### src/hdl/cgs_consts.vh
// Constants for the clock generation and selection block.
// Assumes inclusion by the design file and the testbench; definitions only.
`ifndef CGS_CONSTS_VH
`define CGS_CONSTS_VH
// ****************************************
// Register word indices and byte addresses
// ****************************************
`define CGS_IDX_LOOP_CONTROL 8'h3C
`define CGS_IDX_CLOCK_SOURCE_SELECT 8'h3D
`define CGS_IDX_SLOW_CLOCK_DIVIDER 8'h3E
`define CGS_ADDR_LOOP_CONTROL 10'h0F0
`define CGS_ADDR_CLOCK_SOURCE_SELECT 10'h0F4
`define CGS_ADDR_SLOW_CLOCK_DIVIDER 10'h0F8
`define CGS_ADDR_LOOP_MULTIPLIER 10'h100
`define CGS_ADDR_REFERENCE_DIVIDER 10'h104
`define CGS_ADDR_LOOP_FLAGS 10'h108
`define CGS_ADDR_CLOCK_STATUS 10'h10C
// ****************************************
// Loop control fields
// ****************************************
`define CGS_LC_SETTLE_IE 7
`define CGS_LC_POWER_ON 6
`define CGS_LC_AUTO_BW 5
`define CGS_LC_TRACK_BW 4
`define CGS_LC_STOP_KEEP 2
`define CGS_LC_LIMP_IE 1
`define CGS_LC_LIMP_DIS 0
// ****************************************
// Loop flag fields
// ****************************************
`define CGS_LF_SETTLE_CHG 3
`define CGS_LF_SETTLED 2
`define CGS_LF_LIMP_CHG 1
`define CGS_LF_LIMP_ACT 0
// ****************************************
// Clock source select fields
// ****************************************
`define CGS_CS_LOOP_SEL 7
`define CGS_CS_LOW_SEL 6
`define CGS_CS_MOD_SRC 5
`define CGS_CS_CAN_SRC 1
`define CGS_CS_DBG_SW 0
// ****************************************
// Reset values and timing
// ****************************************
`define CGS_RST_LOOP_CONTROL 8'h60
`define CGS_RST_ZERO 8'h00
`define CGS_SWITCH_CYCLES 4'h4
`define CGS_SLOW_MAX 6'h3F
`endif

### src/hdl/cgs_clock_gen.v
// Clock generation and selection: registers, dividers and clock muxes.
// Assumes an AXI4-Lite master on mclk; crystal and loop oscillator are
// sampled as enable pulses, every derived clock is a one-cycle enable.
//
// Summary of operation
// - Multiplier writes ignored while loop drives bus.
// - Bus is reference times multiplier plus one.
// - Reference divider plus one; writes blocked likewise.
// - Loop clock is two crystal times ratio.
// - Settle change flag on toggle; W1C; limp clears.
// - Settle status read-only, zero in limp-home.
// - Reference loss sets limp, loop clock used.
// - Limp change flag on entry or exit; W1C.
// - Settle irq enable forced zero without supply.
// - Power-on uncleared while loop selected; limp forces.
// - Auto bandwidth picks acquisition or tracking itself.
// - Manual bandwidth: zero high, one low.
// - Stop keep-running holds oscillator during stop.
// - Limp disable chooses monitor reset; write once.
// - Loop select needs loop on; limp forces one.
// - Low-speed select chooses crystal or slow clock.
// - Module clock peripheral or prescaled; limp zero.
// - Slow clock divides crystal by twice value.
// - New slow value applies within one period.
// - E, peripheral halve system; prescaled halves slow.
// - CAN and debug clocks follow their selects.
// - Limp-home derives clocks from loop oscillator.
// - Source change holds select low, stalls processor; only loop select changes do so, not low-speed select.
//
// Decided for this implementation: the AXI4-Lite register port.
`timescale 1ns/100ps
`include "cgs_consts.vh"

module cgs_clock_gen (
    // Clock and reset
    input wire mclk,
    input wire rst_n,
    // AXI4-Lite slave
    input wire [9:0] s_axi_awaddr,
    input wire s_axi_awvalid,
    output reg s_axi_awready,
    input wire [31:0] s_axi_wdata,
    input wire [3:0] s_axi_wstrb,
    input wire s_axi_wvalid,
    output reg s_axi_wready,
    output reg [1:0] s_axi_bresp,
    output reg s_axi_bvalid,
    input wire s_axi_bready,
    input wire [9:0] s_axi_araddr,
    input wire s_axi_arvalid,
    output reg s_axi_arready,
    output reg [31:0] s_axi_rdata,
    output reg [1:0] s_axi_rresp,
    output reg s_axi_rvalid,
    input wire s_axi_rready,
    // Pins and analog status
    input wire crystal_input_clock,
    input wire loop_osc_clock,
    input wire loop_supply_level,
    input wire reference_lost,
    input wire loop_in_tolerance,
    input wire loop_freq_near,
    input wire special_mode,
    input wire stop_request,
    // Derived clock enables
    output reg system_clock,
    output reg e_bus_clock,
    output reg peripheral_clock,
    output reg module_clock,
    output reg low_speed_clock,
    output reg prescaled_low_speed_clock,
    output reg debug_base_clock,
    output reg can_clock,
    output reg debug_clock,
    output reg loop_output_clock,
    // Loop and system control
    output reg [7:0] loop_mult_out,
    output reg [7:0] ref_div_out,
    output reg loop_enable,
    output reg loop_low_bandwidth,
    output reg osc_keep_running,
    output reg clock_select_ok,
    output reg cpu_stall,
    output reg monitor_reset,
    output reg settle_irq,
    output reg limp_irq
);

// ****************************************
// Input synchronisers
// ****************************************
reg [2:0] xtal_s_q, vco_s_q, sup_s_q, lost_s_q, tol_s_q, near_s_q;
reg xtal_lvl_q, vco_lvl_q, sup_q, lost_q, tol_q, near_q;

always @(posedge mclk or negedge rst_n) begin
    if (!rst_n) begin
        xtal_s_q <= 3'h0;
        vco_s_q <= 3'h0;
        sup_s_q <= 3'h7;
        lost_s_q <= 3'h0;
        tol_s_q <= 3'h0;
        near_s_q <= 3'h0;
        xtal_lvl_q <= 1'b0;
        vco_lvl_q <= 1'b0;
        sup_q <= 1'b1;
        lost_q <= 1'b0;
        tol_q <= 1'b0;
        near_q <= 1'b0;
    end else begin
        xtal_s_q <= {xtal_s_q[1:0], crystal_input_clock};
        vco_s_q <= {vco_s_q[1:0], loop_osc_clock};
        sup_s_q <= {sup_s_q[1:0], loop_supply_level};
        lost_s_q <= {lost_s_q[1:0], reference_lost};
        tol_s_q <= {tol_s_q[1:0], loop_in_tolerance};
        near_s_q <= {near_s_q[1:0], loop_freq_near};
        if (xtal_s_q[1] == xtal_s_q[2])
            xtal_lvl_q <= xtal_s_q[2];
        if (vco_s_q[1] == vco_s_q[2])
            vco_lvl_q <= vco_s_q[2];
        if (sup_s_q[1] == sup_s_q[2])
            sup_q <= sup_s_q[2];
        if (lost_s_q[1] == lost_s_q[2])
            lost_q <= lost_s_q[2];
        if (tol_s_q[1] == tol_s_q[2])
            tol_q <= tol_s_q[2];
        if (near_s_q[1] == near_s_q[2])
            near_q <= near_s_q[2];
    end
end

wire xtal_tick = (xtal_s_q[1] == xtal_s_q[2]) & xtal_s_q[2] & ~xtal_lvl_q;
wire vco_tick = (vco_s_q[1] == vco_s_q[2]) & vco_s_q[2] & ~vco_lvl_q;

// ****************************************
// Registers
// ****************************************
reg [7:0] mult_q, reference_divider_q, ctrl_q, csel_q;
reg [5:0] slow_q;
reg settle_chg_q, limp_chg_q, limp_q, settled_q, limp_disable_wr_q;

wire limp_en = limp_q & ~ctrl_q[`CGS_LC_LIMP_DIS];
wire loop_sel = csel_q[`CGS_CS_LOOP_SEL] | limp_en;
wire settled_now = tol_q & ctrl_q[`CGS_LC_POWER_ON] & ~limp_en;

// AXI write channel capture
reg [9:0] awaddr_q;
reg [31:0] wdata_q;
reg [3:0] wstrb_q;
reg aw_have_q, w_have_q;
wire wr_go = aw_have_q & w_have_q & ~s_axi_bvalid;
wire [7:0] wd = wdata_q[7:0];
wire wl = wstrb_q[0];

always @(posedge mclk or negedge rst_n) begin
    if (!rst_n) begin
        s_axi_awready <= 1'b1;
        s_axi_wready <= 1'b1;
        s_axi_bvalid <= 1'b0;
        s_axi_bresp <= 2'h0;
        aw_have_q <= 1'b0;
        w_have_q <= 1'b0;
        awaddr_q <= 10'h000;
        wdata_q <= 32'h0000_0000;
        wstrb_q <= 4'h0;
        mult_q <= `CGS_RST_ZERO;
        reference_divider_q <= `CGS_RST_ZERO;
        ctrl_q <= `CGS_RST_LOOP_CONTROL;
        csel_q <= `CGS_RST_ZERO;
        slow_q <= 6'h00;
        settle_chg_q <= 1'b0;
        limp_chg_q <= 1'b0;
        limp_q <= 1'b0;
        settled_q <= 1'b0;
        limp_disable_wr_q <= 1'b0;
    end else begin
        if (s_axi_awvalid & s_axi_awready) begin
            awaddr_q <= s_axi_awaddr;
            aw_have_q <= 1'b1;
            s_axi_awready <= 1'b0;
        end
        if (s_axi_wvalid & s_axi_wready) begin
            wdata_q <= s_axi_wdata;
            wstrb_q <= s_axi_wstrb;
            w_have_q <= 1'b1;
            s_axi_wready <= 1'b0;
        end
        if (s_axi_bvalid & s_axi_bready) begin
            s_axi_bvalid <= 1'b0;
            s_axi_awready <= 1'b1;
            s_axi_wready <= 1'b1;
        end
        // Status tracking
        settled_q <= settled_now;
        limp_q <= lost_q;
        // Hardware sets win over software clears
        if (limp_en)
            settle_chg_q <= 1'b0;
        else if (settled_now != settled_q)
            settle_chg_q <= 1'b1;
        else if (wr_go & wl & awaddr_q == `CGS_ADDR_LOOP_FLAGS
                 & wd[`CGS_LF_SETTLE_CHG])
            settle_chg_q <= 1'b0;
        if (lost_q != limp_q & ~ctrl_q[`CGS_LC_LIMP_DIS])
            limp_chg_q <= 1'b1;
        else if (wr_go & wl & awaddr_q == `CGS_ADDR_LOOP_FLAGS
                 & wd[`CGS_LF_LIMP_CHG])
            limp_chg_q <= 1'b0;
        // Loop supply absent forces control bits
        if (!sup_q) begin
            ctrl_q[`CGS_LC_SETTLE_IE] <= 1'b0;
            ctrl_q[`CGS_LC_LIMP_IE] <= 1'b0;
            ctrl_q[`CGS_LC_POWER_ON] <= 1'b0;
            ctrl_q[`CGS_LC_LIMP_DIS] <= 1'b1;
            csel_q[`CGS_CS_LOOP_SEL] <= 1'b0;
        end
        if (wr_go) begin
            s_axi_bvalid <= 1'b1;
            aw_have_q <= 1'b0;
            w_have_q <= 1'b0;
            s_axi_bresp <= 2'h0;
            case (awaddr_q)
                `CGS_ADDR_LOOP_MULTIPLIER: begin
                    if (wl & ~loop_sel)
                        mult_q <= wd;
                end
                `CGS_ADDR_REFERENCE_DIVIDER: begin
                    if (wl & ~loop_sel)
                        reference_divider_q <= wd;
                end
                `CGS_ADDR_LOOP_CONTROL: begin
                    if (wl & sup_q) begin
                        ctrl_q[7] <= wd[7];
                        ctrl_q[`CGS_LC_POWER_ON] <= wd[6]
                            | csel_q[`CGS_CS_LOOP_SEL];
                        ctrl_q[5:4] <= wd[5:4];
                        ctrl_q[2:1] <= wd[2:1];
                        if (special_mode | ~limp_disable_wr_q) begin
                            ctrl_q[0] <= wd[0];
                            limp_disable_wr_q <= ~special_mode;
                        end
                    end
                end
                `CGS_ADDR_CLOCK_SOURCE_SELECT: begin
                    if (wl) begin
                        csel_q[`CGS_CS_LOOP_SEL] <= wd[7] & sup_q
                            & ctrl_q[`CGS_LC_POWER_ON];
                        csel_q[6:5] <= wd[6:5];
                        csel_q[1:0] <= wd[1:0];
                    end
                end
                `CGS_ADDR_SLOW_CLOCK_DIVIDER: begin
                    if (wl)
                        slow_q <= wd[5:0];
                end
                `CGS_ADDR_LOOP_FLAGS: begin
                end
                default: s_axi_bresp <= 2'h2;
            endcase
        end
    end
end

// ****************************************
// Read channel
// ****************************************
reg [7:0] rd_d;
reg rd_ok;

always @* begin
    rd_d = 8'h00;
    rd_ok = 1'b1;
    case (s_axi_araddr)
        `CGS_ADDR_LOOP_MULTIPLIER: rd_d = mult_q;
        `CGS_ADDR_REFERENCE_DIVIDER: rd_d = reference_divider_q;
        `CGS_ADDR_LOOP_CONTROL: rd_d = {ctrl_q[7:5],
            ctrl_q[`CGS_LC_AUTO_BW] ? near_q : ctrl_q[4], 1'b0,
            ctrl_q[2:0]};
        `CGS_ADDR_CLOCK_SOURCE_SELECT: rd_d = {csel_q[7:5], 3'h0,
            csel_q[1:0]};
        `CGS_ADDR_SLOW_CLOCK_DIVIDER: rd_d = {2'h0, slow_q};
        `CGS_ADDR_LOOP_FLAGS: rd_d = {4'h0, settle_chg_q, settled_q,
            limp_chg_q, limp_en};
        `CGS_ADDR_CLOCK_STATUS: rd_d = {5'h0, cpu_stall, loop_sel,
            loop_enable};
        default: rd_ok = 1'b0;
    endcase
end

always @(posedge mclk or negedge rst_n) begin
    if (!rst_n) begin
        s_axi_arready <= 1'b1;
        s_axi_rvalid <= 1'b0;
        s_axi_rdata <= 32'h0000_0000;
        s_axi_rresp <= 2'h0;
    end else if (s_axi_arvalid & s_axi_arready) begin
        s_axi_arready <= 1'b0;
        s_axi_rvalid <= 1'b1;
        s_axi_rdata <= {24'h000000, rd_d};
        s_axi_rresp <= rd_ok ? 2'h0 : 2'h2;
    end else if (s_axi_rvalid & s_axi_rready) begin
        s_axi_rvalid <= 1'b0;
        s_axi_arready <= 1'b1;
    end
end

// ****************************************
// Clock dividers and selection
// ****************************************
reg [6:0] slow_cnt_q;
reg sys_ph_q, low_ph_q, xt_ph_q, sw_busy_q;
reg [3:0] sw_cnt_q;
reg sel_prev_q;

wire slow_tick = (slow_q == 6'h00) ? xtal_tick
    : (xtal_tick & slow_cnt_q >= {slow_q, 1'b0} - 7'h01);
wire sel_low = csel_q[`CGS_CS_LOW_SEL] & ~loop_sel;
wire sys_src = loop_sel ? vco_tick
    : (sel_low ? slow_tick : xtal_tick);
wire sys_tick = sys_src & ~sw_busy_q;
wire half_sys = sys_tick & sys_ph_q;
wire half_low = limp_en ? half_sys : (slow_tick & low_ph_q);
wire mod_sel = csel_q[`CGS_CS_MOD_SRC] & ~limp_en;
wire half_xt = limp_en ? half_sys : (xtal_tick & xt_ph_q);
wire slower = sel_low & (slow_q != 6'h00);
wire dbg_base = slower ? half_sys : half_xt;

always @(posedge mclk or negedge rst_n) begin
    if (!rst_n) begin
        slow_cnt_q <= 7'h00;
        sys_ph_q <= 1'b0;
        low_ph_q <= 1'b0;
        xt_ph_q <= 1'b0;
        sw_busy_q <= 1'b0;
        sw_cnt_q <= 4'h0;
        sel_prev_q <= 1'b0;
    end else begin
        // Counter restarts when it passes a freshly written value
        if (xtal_tick)
            slow_cnt_q <= slow_tick ? 7'h00 : slow_cnt_q + 7'h01;
        if (slow_tick)
            low_ph_q <= ~low_ph_q;
        if (xtal_tick)
            xt_ph_q <= ~xt_ph_q;
        if (sys_tick)
            sys_ph_q <= ~sys_ph_q;
        sel_prev_q <= loop_sel;
        if (sel_prev_q != loop_sel) begin
            sw_busy_q <= 1'b1;
            sw_cnt_q <= `CGS_SWITCH_CYCLES;
        end else if (sw_busy_q) begin
            if (sw_cnt_q == 4'h0)
                sw_busy_q <= 1'b0;
            else
                sw_cnt_q <= sw_cnt_q - 4'h1;
        end
    end
end

// ****************************************
// Registered outputs
// ****************************************
always @(posedge mclk or negedge rst_n) begin
    if (!rst_n) begin
        system_clock <= 1'b0;
        e_bus_clock <= 1'b0;
        peripheral_clock <= 1'b0;
        module_clock <= 1'b0;
        low_speed_clock <= 1'b0;
        prescaled_low_speed_clock <= 1'b0;
        debug_base_clock <= 1'b0;
        can_clock <= 1'b0;
        debug_clock <= 1'b0;
        loop_output_clock <= 1'b0;
        loop_mult_out <= 8'h00;
        ref_div_out <= 8'h00;
        loop_enable <= 1'b0;
        loop_low_bandwidth <= 1'b0;
        osc_keep_running <= 1'b0;
        clock_select_ok <= 1'b0;
        cpu_stall <= 1'b0;
        monitor_reset <= 1'b0;
        settle_irq <= 1'b0;
        limp_irq <= 1'b0;
    end else begin
        system_clock <= sys_tick;
        e_bus_clock <= half_sys;
        peripheral_clock <= half_sys;
        low_speed_clock <= slow_tick;
        prescaled_low_speed_clock <= half_low;
        module_clock <= mod_sel ? half_low : half_sys;
        debug_base_clock <= dbg_base;
        can_clock <= csel_q[`CGS_CS_CAN_SRC] ? sys_tick
            : xtal_tick;
        debug_clock <= csel_q[`CGS_CS_DBG_SW] ? half_sys
            : dbg_base;
        loop_output_clock <= vco_tick;
        loop_mult_out <= mult_q;
        ref_div_out <= reference_divider_q;
        loop_enable <= ctrl_q[`CGS_LC_POWER_ON] | limp_en;
        loop_low_bandwidth <= ctrl_q[`CGS_LC_AUTO_BW] ? near_q
            : ctrl_q[`CGS_LC_TRACK_BW];
        osc_keep_running <= stop_request
            & ctrl_q[`CGS_LC_STOP_KEEP];
        clock_select_ok <= ~sw_busy_q;
        cpu_stall <= sw_busy_q;
        monitor_reset <= lost_q & ctrl_q[`CGS_LC_LIMP_DIS];
        settle_irq <= settle_chg_q & ctrl_q[`CGS_LC_SETTLE_IE];
        limp_irq <= limp_chg_q & ctrl_q[`CGS_LC_LIMP_IE];
    end
end

endmodule // cgs_clock_gen

### config.mk
export PLATFORM = sky130hd
export DESIGN_NAME = cgs_clock_gen
export DESIGN_NICKNAME = d
export VERILOG_FILES = /design/src/hdl/cgs_clock_gen.v
export VERILOG_INCLUDE_DIRS = /design/src /design/src/hdl
export SDC_FILE = /design/constraint.sdc
export NUM_CORES = 1
export LEC_CHECK = 0
export BUFFER_PORTS_ARGS = -buffer_cell sky130_fd_sc_hd__buf_2
export CAP_MARGIN = 20
export CORE_AREA = 10 10 163 150
export DETAILED_ROUTE_END_ITERATION = 6
export DIE_AREA = 0 0 173 160
export GPL_ROUTABILITY_DRIVEN = 0
export HOLD_SLACK_MARGIN = 0.1
export PLACE_DENSITY = 0.56
export SETUP_SLACK_MARGIN = 0.3
export SYNTH_ARGS = -nofsm -noshare
export SYNTH_HDL_FRONTEND = slang
export SYNTH_SLANG_ARGS = --single-unit
### constraint.sdc
create_clock -name mclk -period 2.8 [get_ports mclk]
set_clock_uncertainty 0.05 [all_clocks]
set_input_delay 0.42 -clock mclk [delete_from_list [all_inputs] [get_ports mclk]]
set_output_delay 0.42 -clock mclk [all_outputs]
set_load 0.005 [all_outputs]
==> results.md, run 1 <==
- The run finished with clean final reports.
- The netlist uses 67 different library cells.
- The number of rows in the core area is between 50 and 60.
- Synthesis produced 480 cells.
- The H-tree was split into 4 levels.
- The first routing iteration left 310 violations.
- Timing would allow up to ~410 MHz.
- Of the total synthesized cell area, the portion taken by full adders, half adders and majority gates is about 3.1%.
- The top cell types in the final layout, fill and taps aside, are 138 x sky130_fd_sc_hd__dfrtp_1, 91 x sky130_fd_sc_hd__buf_2, 46 x sky130_fd_sc_hd__mux2_1.
- The worst pin sits at a relative slew slack of 53.6%.
- OpenSTA, run right after detailed placement, puts the worst setup slack at 0.275 ns.
- For this design the ratio of total power to cell area is between 700 and 800 nW/um^2.
- Cells with a size suffix above 1 make up 28.9% of the layout.
- The average instance in the mapped netlist occupies around 13 um^2.
- After clock tree synthesis, the clock-pin slew on the worst setup and hold paths is 0.06 ns.
- The number of clock sinks seen by CTS is 148.
- The destination of the critical timing path is can_clock.
- Counting flops and latches in the post-synthesis netlist gives around 150.
- The share of flip-flops with an asynchronous set or reset after synthesis is 100%.
- The main combinational cell family by area after synthesis is multiplexers.
- The average wire length per cell after detail routing is 17.1 um.
- Compared with the post-synthesis result, the final layout area differs by 24.0%.
- The number of fill cells in the layout is 2,109.
- The area occupied by multi-input gates is 2320 um^2.
- Setup repair after global routing left no endpoint under its margin.
- The aggregate negative setup slack is 0 ns.
- The data required time at the worst endpoint is 3.06 ns.
- The floorplan die width is between 150 and 200 um.
- Traced cell by cell, the critical path runs through nor3_4, nand3_1, xor2_1, ha_1, nand2_2, a211o_1, o2111ai_4, o21a_1, mux2_2.
- The synthesized netlist devotes under 10% of its cell area to compound gates.
- The largest fanout of any net on the critical path is 6.
- The sequential area share after synthesis is around three fifths.
- The number of cells traversed by the worst hold path is 2.
- The maximum vdd drop is 0.000359 V.
- In the synthesized netlist, mux cells make up 11.7% of the area.
- The worst setup path is launched from a flop.
- In this run the remaining antenna-violating nets after routing total 0.
- The CTS buffer count is 17.
- The number of buffers and inverters on the critical path is 0.
- The slack of the worst reg-to-reg path is 0.36 ns.
- The core utilization of the finished layout is 36.4%.
- The data arrival time at the worst-slack endpoint is 2.70 ns.
- The category of cells accounting for the largest share of critical-path delay is compound AO/OA/AOI/OAI gates.
- The number of antenna violations at the first check in global routing is 1.
- The worst register-to-register path has a depth of 9.
- CTS placed an instance of sky130_fd_sc_hd__clkbuf_16 at the clock tree root.
- The pre-antenna-repair detailed-routing pass consisted of 4 iterations.
- TritonCTS built the clock tree.
- The critical path launch point is slow_q[2].
- The worst register-to-register path begins at slow_q[2].
- The number of max-cap violations is 0.
- The final setup violation count is 0.
- The critical path crosses 9 cells after its start point.
- Of the total synthesized cell area, the portion taken by AND, OR, NAND and NOR gates is 10.5%.
- The worst path needs ~2.4 ns of the cycle, external delays included.
- Input and output buffers added on the ports amount to 92.
- In the synthesized netlist the dominant register cell turns out to be sky130_fd_sc_hd__dfrtp_1.
- The number of global-route vias before repair came to 4,360.
- In this run, synthesis inferred 0 flip-flops with an integrated enable.
- The floorplan step defined a die boundary enclosing between 20,000 and 30,000 um^2.
- The final worst slack is 0.360 ns.
- The starting utilization of the core area is 29.4%.
- The type of the most critical hold path is input pin to flop.
- In this run the critical register-to-register path is captured at can_clock.
- The largest net degree at the start of global routing is 68.
- The core outline area is 21,200 um^2.
- The total via count after detailed routing is between 4,000 and 5,000.
- The area taken by flip-flops and latches is about 3700 um^2.
- Wires add up to 15,400 um.
- The first global-routing pass estimated 24,800 um of wire.
- On the worst path, the slowest cell contributes a delay of 0.46 ns.
- The final-report hold violation count is 0.
- The element type at the critical path end is a flop.
- The clock passes through at most 2 buffers.
- The slew at the pin closest to its max-slew limit is roughly 0.7 ns.
- 0 antenna diodes ended up in the layout.
- The xor and xnor area share after synthesis is 2.25%.
- The detailed-placement wirelength estimate is 11,100 um.
- The total DRC errors in the routed layout is 0.
- The fraction of the cycle the final worst path needs is 87.2%.
- The number of warnings printed during yosys synthesis is 0.
- The slowest stage of the critical path belongs to the cell sky130_fd_sc_hd__dfrtp_2.
- The library cell used most frequently in the layout, excluding fill and tap cells, is sky130_fd_sc_hd__dfrtp_1.
- In this run the static leakage power is 3.78 nW.
- During I/O placement, the number of pins put on the boundary was 146.
- The net count reported at finish is approximately 680.
- The global-route total usage across every layer is 11.3%.
- Summing every instance area after synthesis gives 6220 um^2.
- The via-per-instance ratio is 4.48.
- The clock reaches the later pin of the worst-skew pair after around 0.42 ns.
- The die is 160 um tall.
- The type of the worst setup path is flop to flop.
- The number of pins exceeding their max-slew limit in the final report is 0.
- The overflow left after global routing is 0.
[worst register-to-register path: stages, from the launching register on]
cell	delay [ns]
sky130_fd_sc_hd__dfrtp_2	0.46
sky130_fd_sc_hd__nor3_4	0.21
sky130_fd_sc_hd__nand3_1	0.12
sky130_fd_sc_hd__xor2_1	0.16
sky130_fd_sc_hd__ha_1	0.35
sky130_fd_sc_hd__nand2_2	0.13
sky130_fd_sc_hd__a211o_1	0.16
sky130_fd_sc_hd__o2111ai_4	0.17
sky130_fd_sc_hd__o21a_1	0.25
sky130_fd_sc_hd__mux2_2	0.27
[cell type report]
| class | count | share of cell area [%] |
|---|---|---|
| sequential | 148 | 48.2 |
| multi-input combinational | 302 | 30.0 |
| timing repair buffer | 111 | 8.37 |
| clock buffer | 18 | 5.69 |
| tap | 291 | 4.72 |
| clock inverter | 14 | 2.30 |
| inverter | 15 | 0.730 |
[how the worst min path moves through the flow]
stage	start	endpoint	slack, ns
3_3_place_gp	vco_s_q[0]	vco_s_q[1]	0.28
5_1_grt	s_axi_wvalid	s_axi_wready	0.12
4_1_cts	s_axi_wvalid	s_axi_wready	0.11
2_1_floorplan	rst_n	aw_have_q	0.07
3_5_place_dp	xtal_s_q[0]	xtal_s_q[1]	0.29
6_report	s_axi_wvalid	s_axi_wready	0.12
[cells by family (layout without fill, tap and decap cells)]
family / count (synthesis) / after routing
other: 1 / 26
flip-flops: 148 / 148
AO/OA/AOI/OAI: 67 / 67
AND/OR/NAND/NOR: 114 / 114
multiplexers: 63 / 63
buffers and inverters: 55 / 158
adder cells (fa/ha/maj): 16 / 16
XOR/XNOR: 16 / 16
[what timing repair did]
item / in CTS / in global routing
hold endpoints to repair: 55 / 0
pin swaps: 1 / 5
hold buffers: 8 / 0
setup endpoints to repair: 12 / 10
resized for setup: 3 / 6
setup buffers: 0 / 3
[state kept, by name (all words and copies together) (netlist names), 4 cells and up]
name	flops
mult_q	8
slow_cnt_q	7
ctrl_q	7
wdata_q	8
s_axi_rdata	8
ref_div_out	8
sw_cnt_q	4
loop_mult_out	8
awaddr_q	10
slow_q	6
csel_q	5
reference_divider_q	8
[per-stage QoR]
step	hold slack [ns]	total power (W)	instances	cell area, um^2
final	0.116	0.00552	899	7720
after global routing	0.116	0.00579	899	7720
after CTS	0.105	0.00559	896	7670
after detailed placement	0.286	0.00319	856	6960
after global placement	0.283	0.00316	856	6960
after floorplan	0.0744	0.00294	505	6320
[synthesized netlist by cell type (2+ instances only)]
cell | count | share of area, %
sky130_fd_sc_hd__clkbuf_1 | 8 | 0.48
sky130_fd_sc_hd__o21ai_0 | 9 | 0.72
sky130_fd_sc_hd__a2111oi_0 | 2 | 0.28
sky130_fd_sc_hd__nand3b_1 | 3 | 0.36
sky130_fd_sc_hd__nor4_1 | 3 | 0.30
sky130_fd_sc_hd__nor2b_1 | 5 | 0.50
sky130_fd_sc_hd__maj3_1 | 4 | 0.64
sky130_fd_sc_hd__dfstp_2 | 9 | 3.8
sky130_fd_sc_hd__mux2i_1 | 5 | 0.80
sky130_fd_sc_hd__mux2_1 | 46 | 8.3
sky130_fd_sc_hd__o22ai_1 | 2 | 0.20
sky130_fd_sc_hd__nand4_1 | 2 | 0.20
sky130_fd_sc_hd__a221oi_2 | 2 | 0.48
sky130_fd_sc_hd__nor2_4 | 2 | 0.36
sky130_fd_sc_hd__dfrtp_1 | 139 | 56
sky130_fd_sc_hd__mux2_2 | 10 | 1.8
sky130_fd_sc_hd__inv_1 | 14 | 0.84
sky130_fd_sc_hd__xnor2_1 | 10 | 1.4
sky130_fd_sc_hd__xor2_1 | 6 | 0.84
sky130_fd_sc_hd__o2bb2ai_1 | 2 | 0.28
sky130_fd_sc_hd__a22o_1 | 7 | 0.98
sky130_fd_sc_hd__a21oi_1 | 10 | 0.80
sky130_fd_sc_hd__nor2_1 | 18 | 1.1
sky130_fd_sc_hd__mux4_2 | 2 | 0.72
sky130_fd_sc_hd__buf_2 | 3 | 0.24
sky130_fd_sc_hd__and3_1 | 2 | 0.20
sky130_fd_sc_hd__nand2b_1 | 9 | 0.90
sky130_fd_sc_hd__a221oi_1 | 4 | 0.56
sky130_fd_sc_hd__a211o_1 | 2 | 0.28
sky130_fd_sc_hd__and2_1 | 7 | 0.70
sky130_fd_sc_hd__nand3_1 | 9 | 0.72
sky130_fd_sc_hd__a32oi_1 | 2 | 0.28
sky130_fd_sc_hd__nor3_1 | 5 | 0.40
sky130_fd_sc_hd__buf_4 | 28 | 3.4
sky130_fd_sc_hd__o21ai_1 | 10 | 0.80
sky130_fd_sc_hd__a22oi_1 | 2 | 0.24
sky130_fd_sc_hd__ha_1 | 12 | 2.4
sky130_fd_sc_hd__nand2_1 | 35 | 2.1
sky130_fd_sc_hd__and4_1 | 2 | 0.28
[per-layer routing]
| metal | global-route usage (%) | up-vias | part of all wire (%) |
|---|---|---|---|
| li1 | - | 1872 | - |
| met1 | 15.1 | 2019 | 47 |
| met2 | 16.8 | 130 | 45 |
| met3 | 3.98 | 11 | 6.9 |
| met4 | 3.45 | 0 | 0.92 |
| met5 | 0 | - | 0 |
[power by group]
group | total (W) | internal, W | switching (W)
Combinational | 0.000494 | 0.000250 | 0.000244
Sequential | 0.00265 | 0.00240 | 0.000251
Clock | 0.00237 | 0.00143 | 0.000935
Total | 0.00552 | 0.00409 | 0.00143
(Power assumes the default switching activity.)
==> inputs of run 2 (changes only) <==
--- a/config.mk
+++ b/config.mk
@@ -8,12 +8,14 @@
 export LEC_CHECK = 0
 export BUFFER_PORTS_ARGS = -buffer_cell sky130_fd_sc_hd__buf_2
 export CAP_MARGIN = 20
+export CELL_PAD_IN_SITES_DETAIL_PLACEMENT = 1
+export CELL_PAD_IN_SITES_GLOBAL_PLACEMENT = 1
 export CORE_AREA = 10 10 163 150
 export DETAILED_ROUTE_END_ITERATION = 6
 export DIE_AREA = 0 0 173 160
 export GPL_ROUTABILITY_DRIVEN = 0
 export HOLD_SLACK_MARGIN = 0.1
-export PLACE_DENSITY = 0.56
+export PLACE_DENSITY = 0.66
 export SETUP_SLACK_MARGIN = 0.3
 export SYNTH_ARGS = -nofsm -noshare
 export SYNTH_HDL_FRONTEND = slang
==> run 2 against run 1 <==
Maximum frequency rose by 2.1%. Worst hold slack better by 0.020 ns. Critical endpoint is now slow_cnt_q[0]. Non-clock buffer count is 1 higher. Die area did not move.
==> results.md, run 2 (synthesis results as in run 1) <==
- The flow ran to the end, and the final reports show no timing, DRC or antenna violations.
- The power per unit of standard cell area is 712 nW/um^2 (-0.37%).
- The first-iteration detailed-routing DRC count is 224 (-28%).
- The final-report hold violation count is 0 (unchanged).
- The element type at the critical path end is a flop.
- The floorplan die width is 173 um (unchanged).
- The type of origin of the critical path is a flop.
- The internal power contribution is 0.00399 W (-2.3%).
- The residual antenna-violating net count after detailed routing is 0 (unchanged).
- Relative to the synthesized area, the layout overhead comes to 23.4%.
- The largest net degree at the start of global routing is 68 (unchanged).
- The number of pins exceeding their max-slew limit in the final report is 0 (unchanged).
- The category of cells accounting for the largest share of critical-path delay is adder cells.
- The total via count after detailed routing is 4,088 (+1.4%).
- The sequential power share is 48.7% (+0.6 points).
- The timing-limited maximum frequency is 418 MHz (+2.1%).
- The met3 track demand over resource is 4.29% (+0.31 points).
- The routed wire length came to 16,100 um (+5.0%).
- The number of buffers and inverters on the critical path was 2 (+2).
- The library cells used most frequently in the layout, excluding fill and tap cells, are 138 x sky130_fd_sc_hd__dfrtp_1, 91 x sky130_fd_sc_hd__buf_2, 46 x sky130_fd_sc_hd__mux2_1.
- The met2 usage is 19.1% (+2.2 points).
- The length of the first detailed-routing pass in iterations came to 4 (unchanged).
- The leading cell type in the layout, fill and taps excluded is sky130_fd_sc_hd__dfrtp_1.
- In this run the clock root is driven by a sky130_fd_sc_hd__clkbuf_16.
- The data required time at the worst endpoint came to 3.06 ns (about the same).
- The first-pass GRT wire length is 26,300 um (+5.8%).
- The number of clock sinks seen by CTS is 148 (unchanged).
- The core utilization of the finished layout is 36.3% (-0.15 points).
- The count of input and output buffers is 92 (unchanged).
- The die boundary height is 160 um (unchanged).
- The average wire length per cell after detail routing is 17.9 um (+4.7%).
- The critical path is of the flop to flop type.
- The net switching power was 0.00148 W (+3.6%).
- The signal on the critical path passes through inv_1, ha_1, nand2_1, xor2_1, ha_1, nand2_1, a211o_1, o2111ai_2, buf_4, nor2_1, mux2_2.
- The clock transition at the registers of the reported paths came to 0.07 ns (about the same).
- The starting utilization of the core area is 29.4% (unchanged).
- The total DRC errors in the routed layout was 0 (unchanged).
- The number of antenna violations at the first check in global routing is 1 (unchanged).
- The clock network fraction of design power came to 42.1% (-0.9 points).
- The biggest cell delay along the critical path is 0.40 ns (-0.06 ns).
- The fraction of final layout cells sized beyond drive strength 1 is 28.6% (-0.38 points).
- The cell type of the slowest stage on the worst timing path is sky130_fd_sc_hd__dfrtp_1.
- The maximum root-to-sink buffer count is 2 (unchanged).
- The number of max-cap violations was 0 (unchanged).
- The final setup violation count is 0 (unchanged).
- The CTS buffer count was 17 (unchanged).
- The data arrival time at the worst-slack endpoint is 2.65 ns (-0.05 ns).
- The via-per-instance ratio is 4.54 (+1.2%).
- The number of rows in the core area is 51 (unchanged).
- The core outline area was 21,200 um^2 (unchanged).
- The path class of the tightest hold or removal check is input pin to flop.
- The I/O pin count is 146 (unchanged).
- After global routing, the most crowded layer is met2.
- The worst slew margin relative to its limit is 52.5% (-1.1 points).
- Setup repair after global routing left no endpoint under its margin.
- The fraction of the cycle the final worst path needs was 85.4% (-1.8 points).
- The aggregate negative setup slack is 0 ns (unchanged).
- The overflow left after global routing is 0 (unchanged).
- The number of global-route vias before repair came to 4,637 (+6.4%).
- The met1 capacity usage during global routing came to 15.1% (-0.063 points).
- The switching share of power is 27.1% (+1.2 points).
- The slew at the pin closest to its max-slew limit is 0.706 ns (+0.0161 ns).
- The largest fanout of any net on the critical path is 5 (-1).
- The maximum vdd drop is 0.000371 V (+3.4%).
- The total number of H-tree levels is 4 (unchanged).
- The relative contribution of combinational cells to total power came to 9.2% (+0.2 points).
- The global-route total usage across every layer is 12.0% (+0.69 points).
- The leakage power summed over all cells is 3.78 nW (-0.21%).
- The detailed-placement wirelength estimate is 12,000 um (+7.8%).
- The insertion delay to the later sink of the worst-skew pair is 0.43 ns (about the same).
- The register ranked first by flip-flop count is awaddr_q.
- The net count reported at finish was 679 (+0.15%).
- The total die area was 27,700 um^2 (unchanged).
- The number of flip-flops in the largest register is 10 (unchanged).
- The post-route minimum period is 2.39 ns (-0.0498 ns).
- TritonCTS built the clock tree.
==> run 2: cell types whose count changed in the layout (fill, tap and decap cells not counted), sizes merged <==
cell,delta
clkinv,-5
diode,+1
bufinv,-1
dlygate4sd3,+1
clkinvlp,-1
inv,+7
==> run 2: cell type report <==
type                            count  area (um^2)
Fill cell                        2316        13500
Timing Repair Buffer              112          652
Tap cell                          291          364
Inverter                           15         56.3
Antenna cell                        1         2.50
Clock buffer                       18          429
Clock inverter                     14          164
Multi-Input combinational cell    302         2300
Sequential cell                   148         3720
==> run 2: repair_timing <==
item                                    in CTS  in global routing
pin swaps                                    0                  2
endpoints found under the setup margin       4                 12
gates resized for setup                      1                  5
endpoints found under the hold margin       71                  0
setup buffers                                0                  3
hold buffers                                 9                  0
==> run 2: worst paths after layout <==
check | startpoint | endpoint | slack [ns] | depth (start not counted)
min in group asynchronous | rst_n | near_q | 0.53 | 2
setup / recovery | slow_q[1] | slow_cnt_q[0] | 0.41 | 11
hold reg to reg | near_s_q[0] | near_s_q[1] | 0.30 | 0
hold / removal | s_axi_bready | s_axi_bvalid | 0.14 | 2
max in group asynchronous | rst_n | ctrl_q[5] | 1.37 | 3
setup reg to reg | slow_q[1] | slow_cnt_q[0] | 0.41 | 11
==> run 2: routing by layer <==
metal  share of wire (%)  up-vias
li1                    -     1876
met1                  45     2094
met2                  48      102
met3                 5.9       16
met4                 1.2        0
met5                   0        -
==> run 2: metrics by stage <==
stage / hold WS (ns) / instance area (um^2) / setup slack [ns] / instances / power, W
6_report: 0.136 / 7680 / 0.409 / 901 / 0.00547
5_1_grt: 0.136 / 7680 / 0.307 / 900 / 0.00576
4_1_cts: 0.121 / 7640 / 0.317 / 897 / 0.00556
3_5_place_dp: 0.286 / 6960 / 0.247 / 856 / 0.00321
3_3_place_gp: 0.284 / 6960 / 0.359 / 856 / 0.00316
2_1_floorplan: 0.0744 / 6320 / 0.536 / 505 / 0.00294
==> run 2: power by group through the flow <==
stage	Combinational (W)	Sequential (W)	Clock (W)
3_3_place_gp	0.000474	0.00269	0
2_1_floorplan	0.000322	0.00261	0
6_report	0.000503	0.00267	0.00230
4_1_cts	0.000518	0.00267	0.00237
5_1_grt	0.000581	0.00271	0.00247
3_5_place_dp	0.000503	0.00271	0
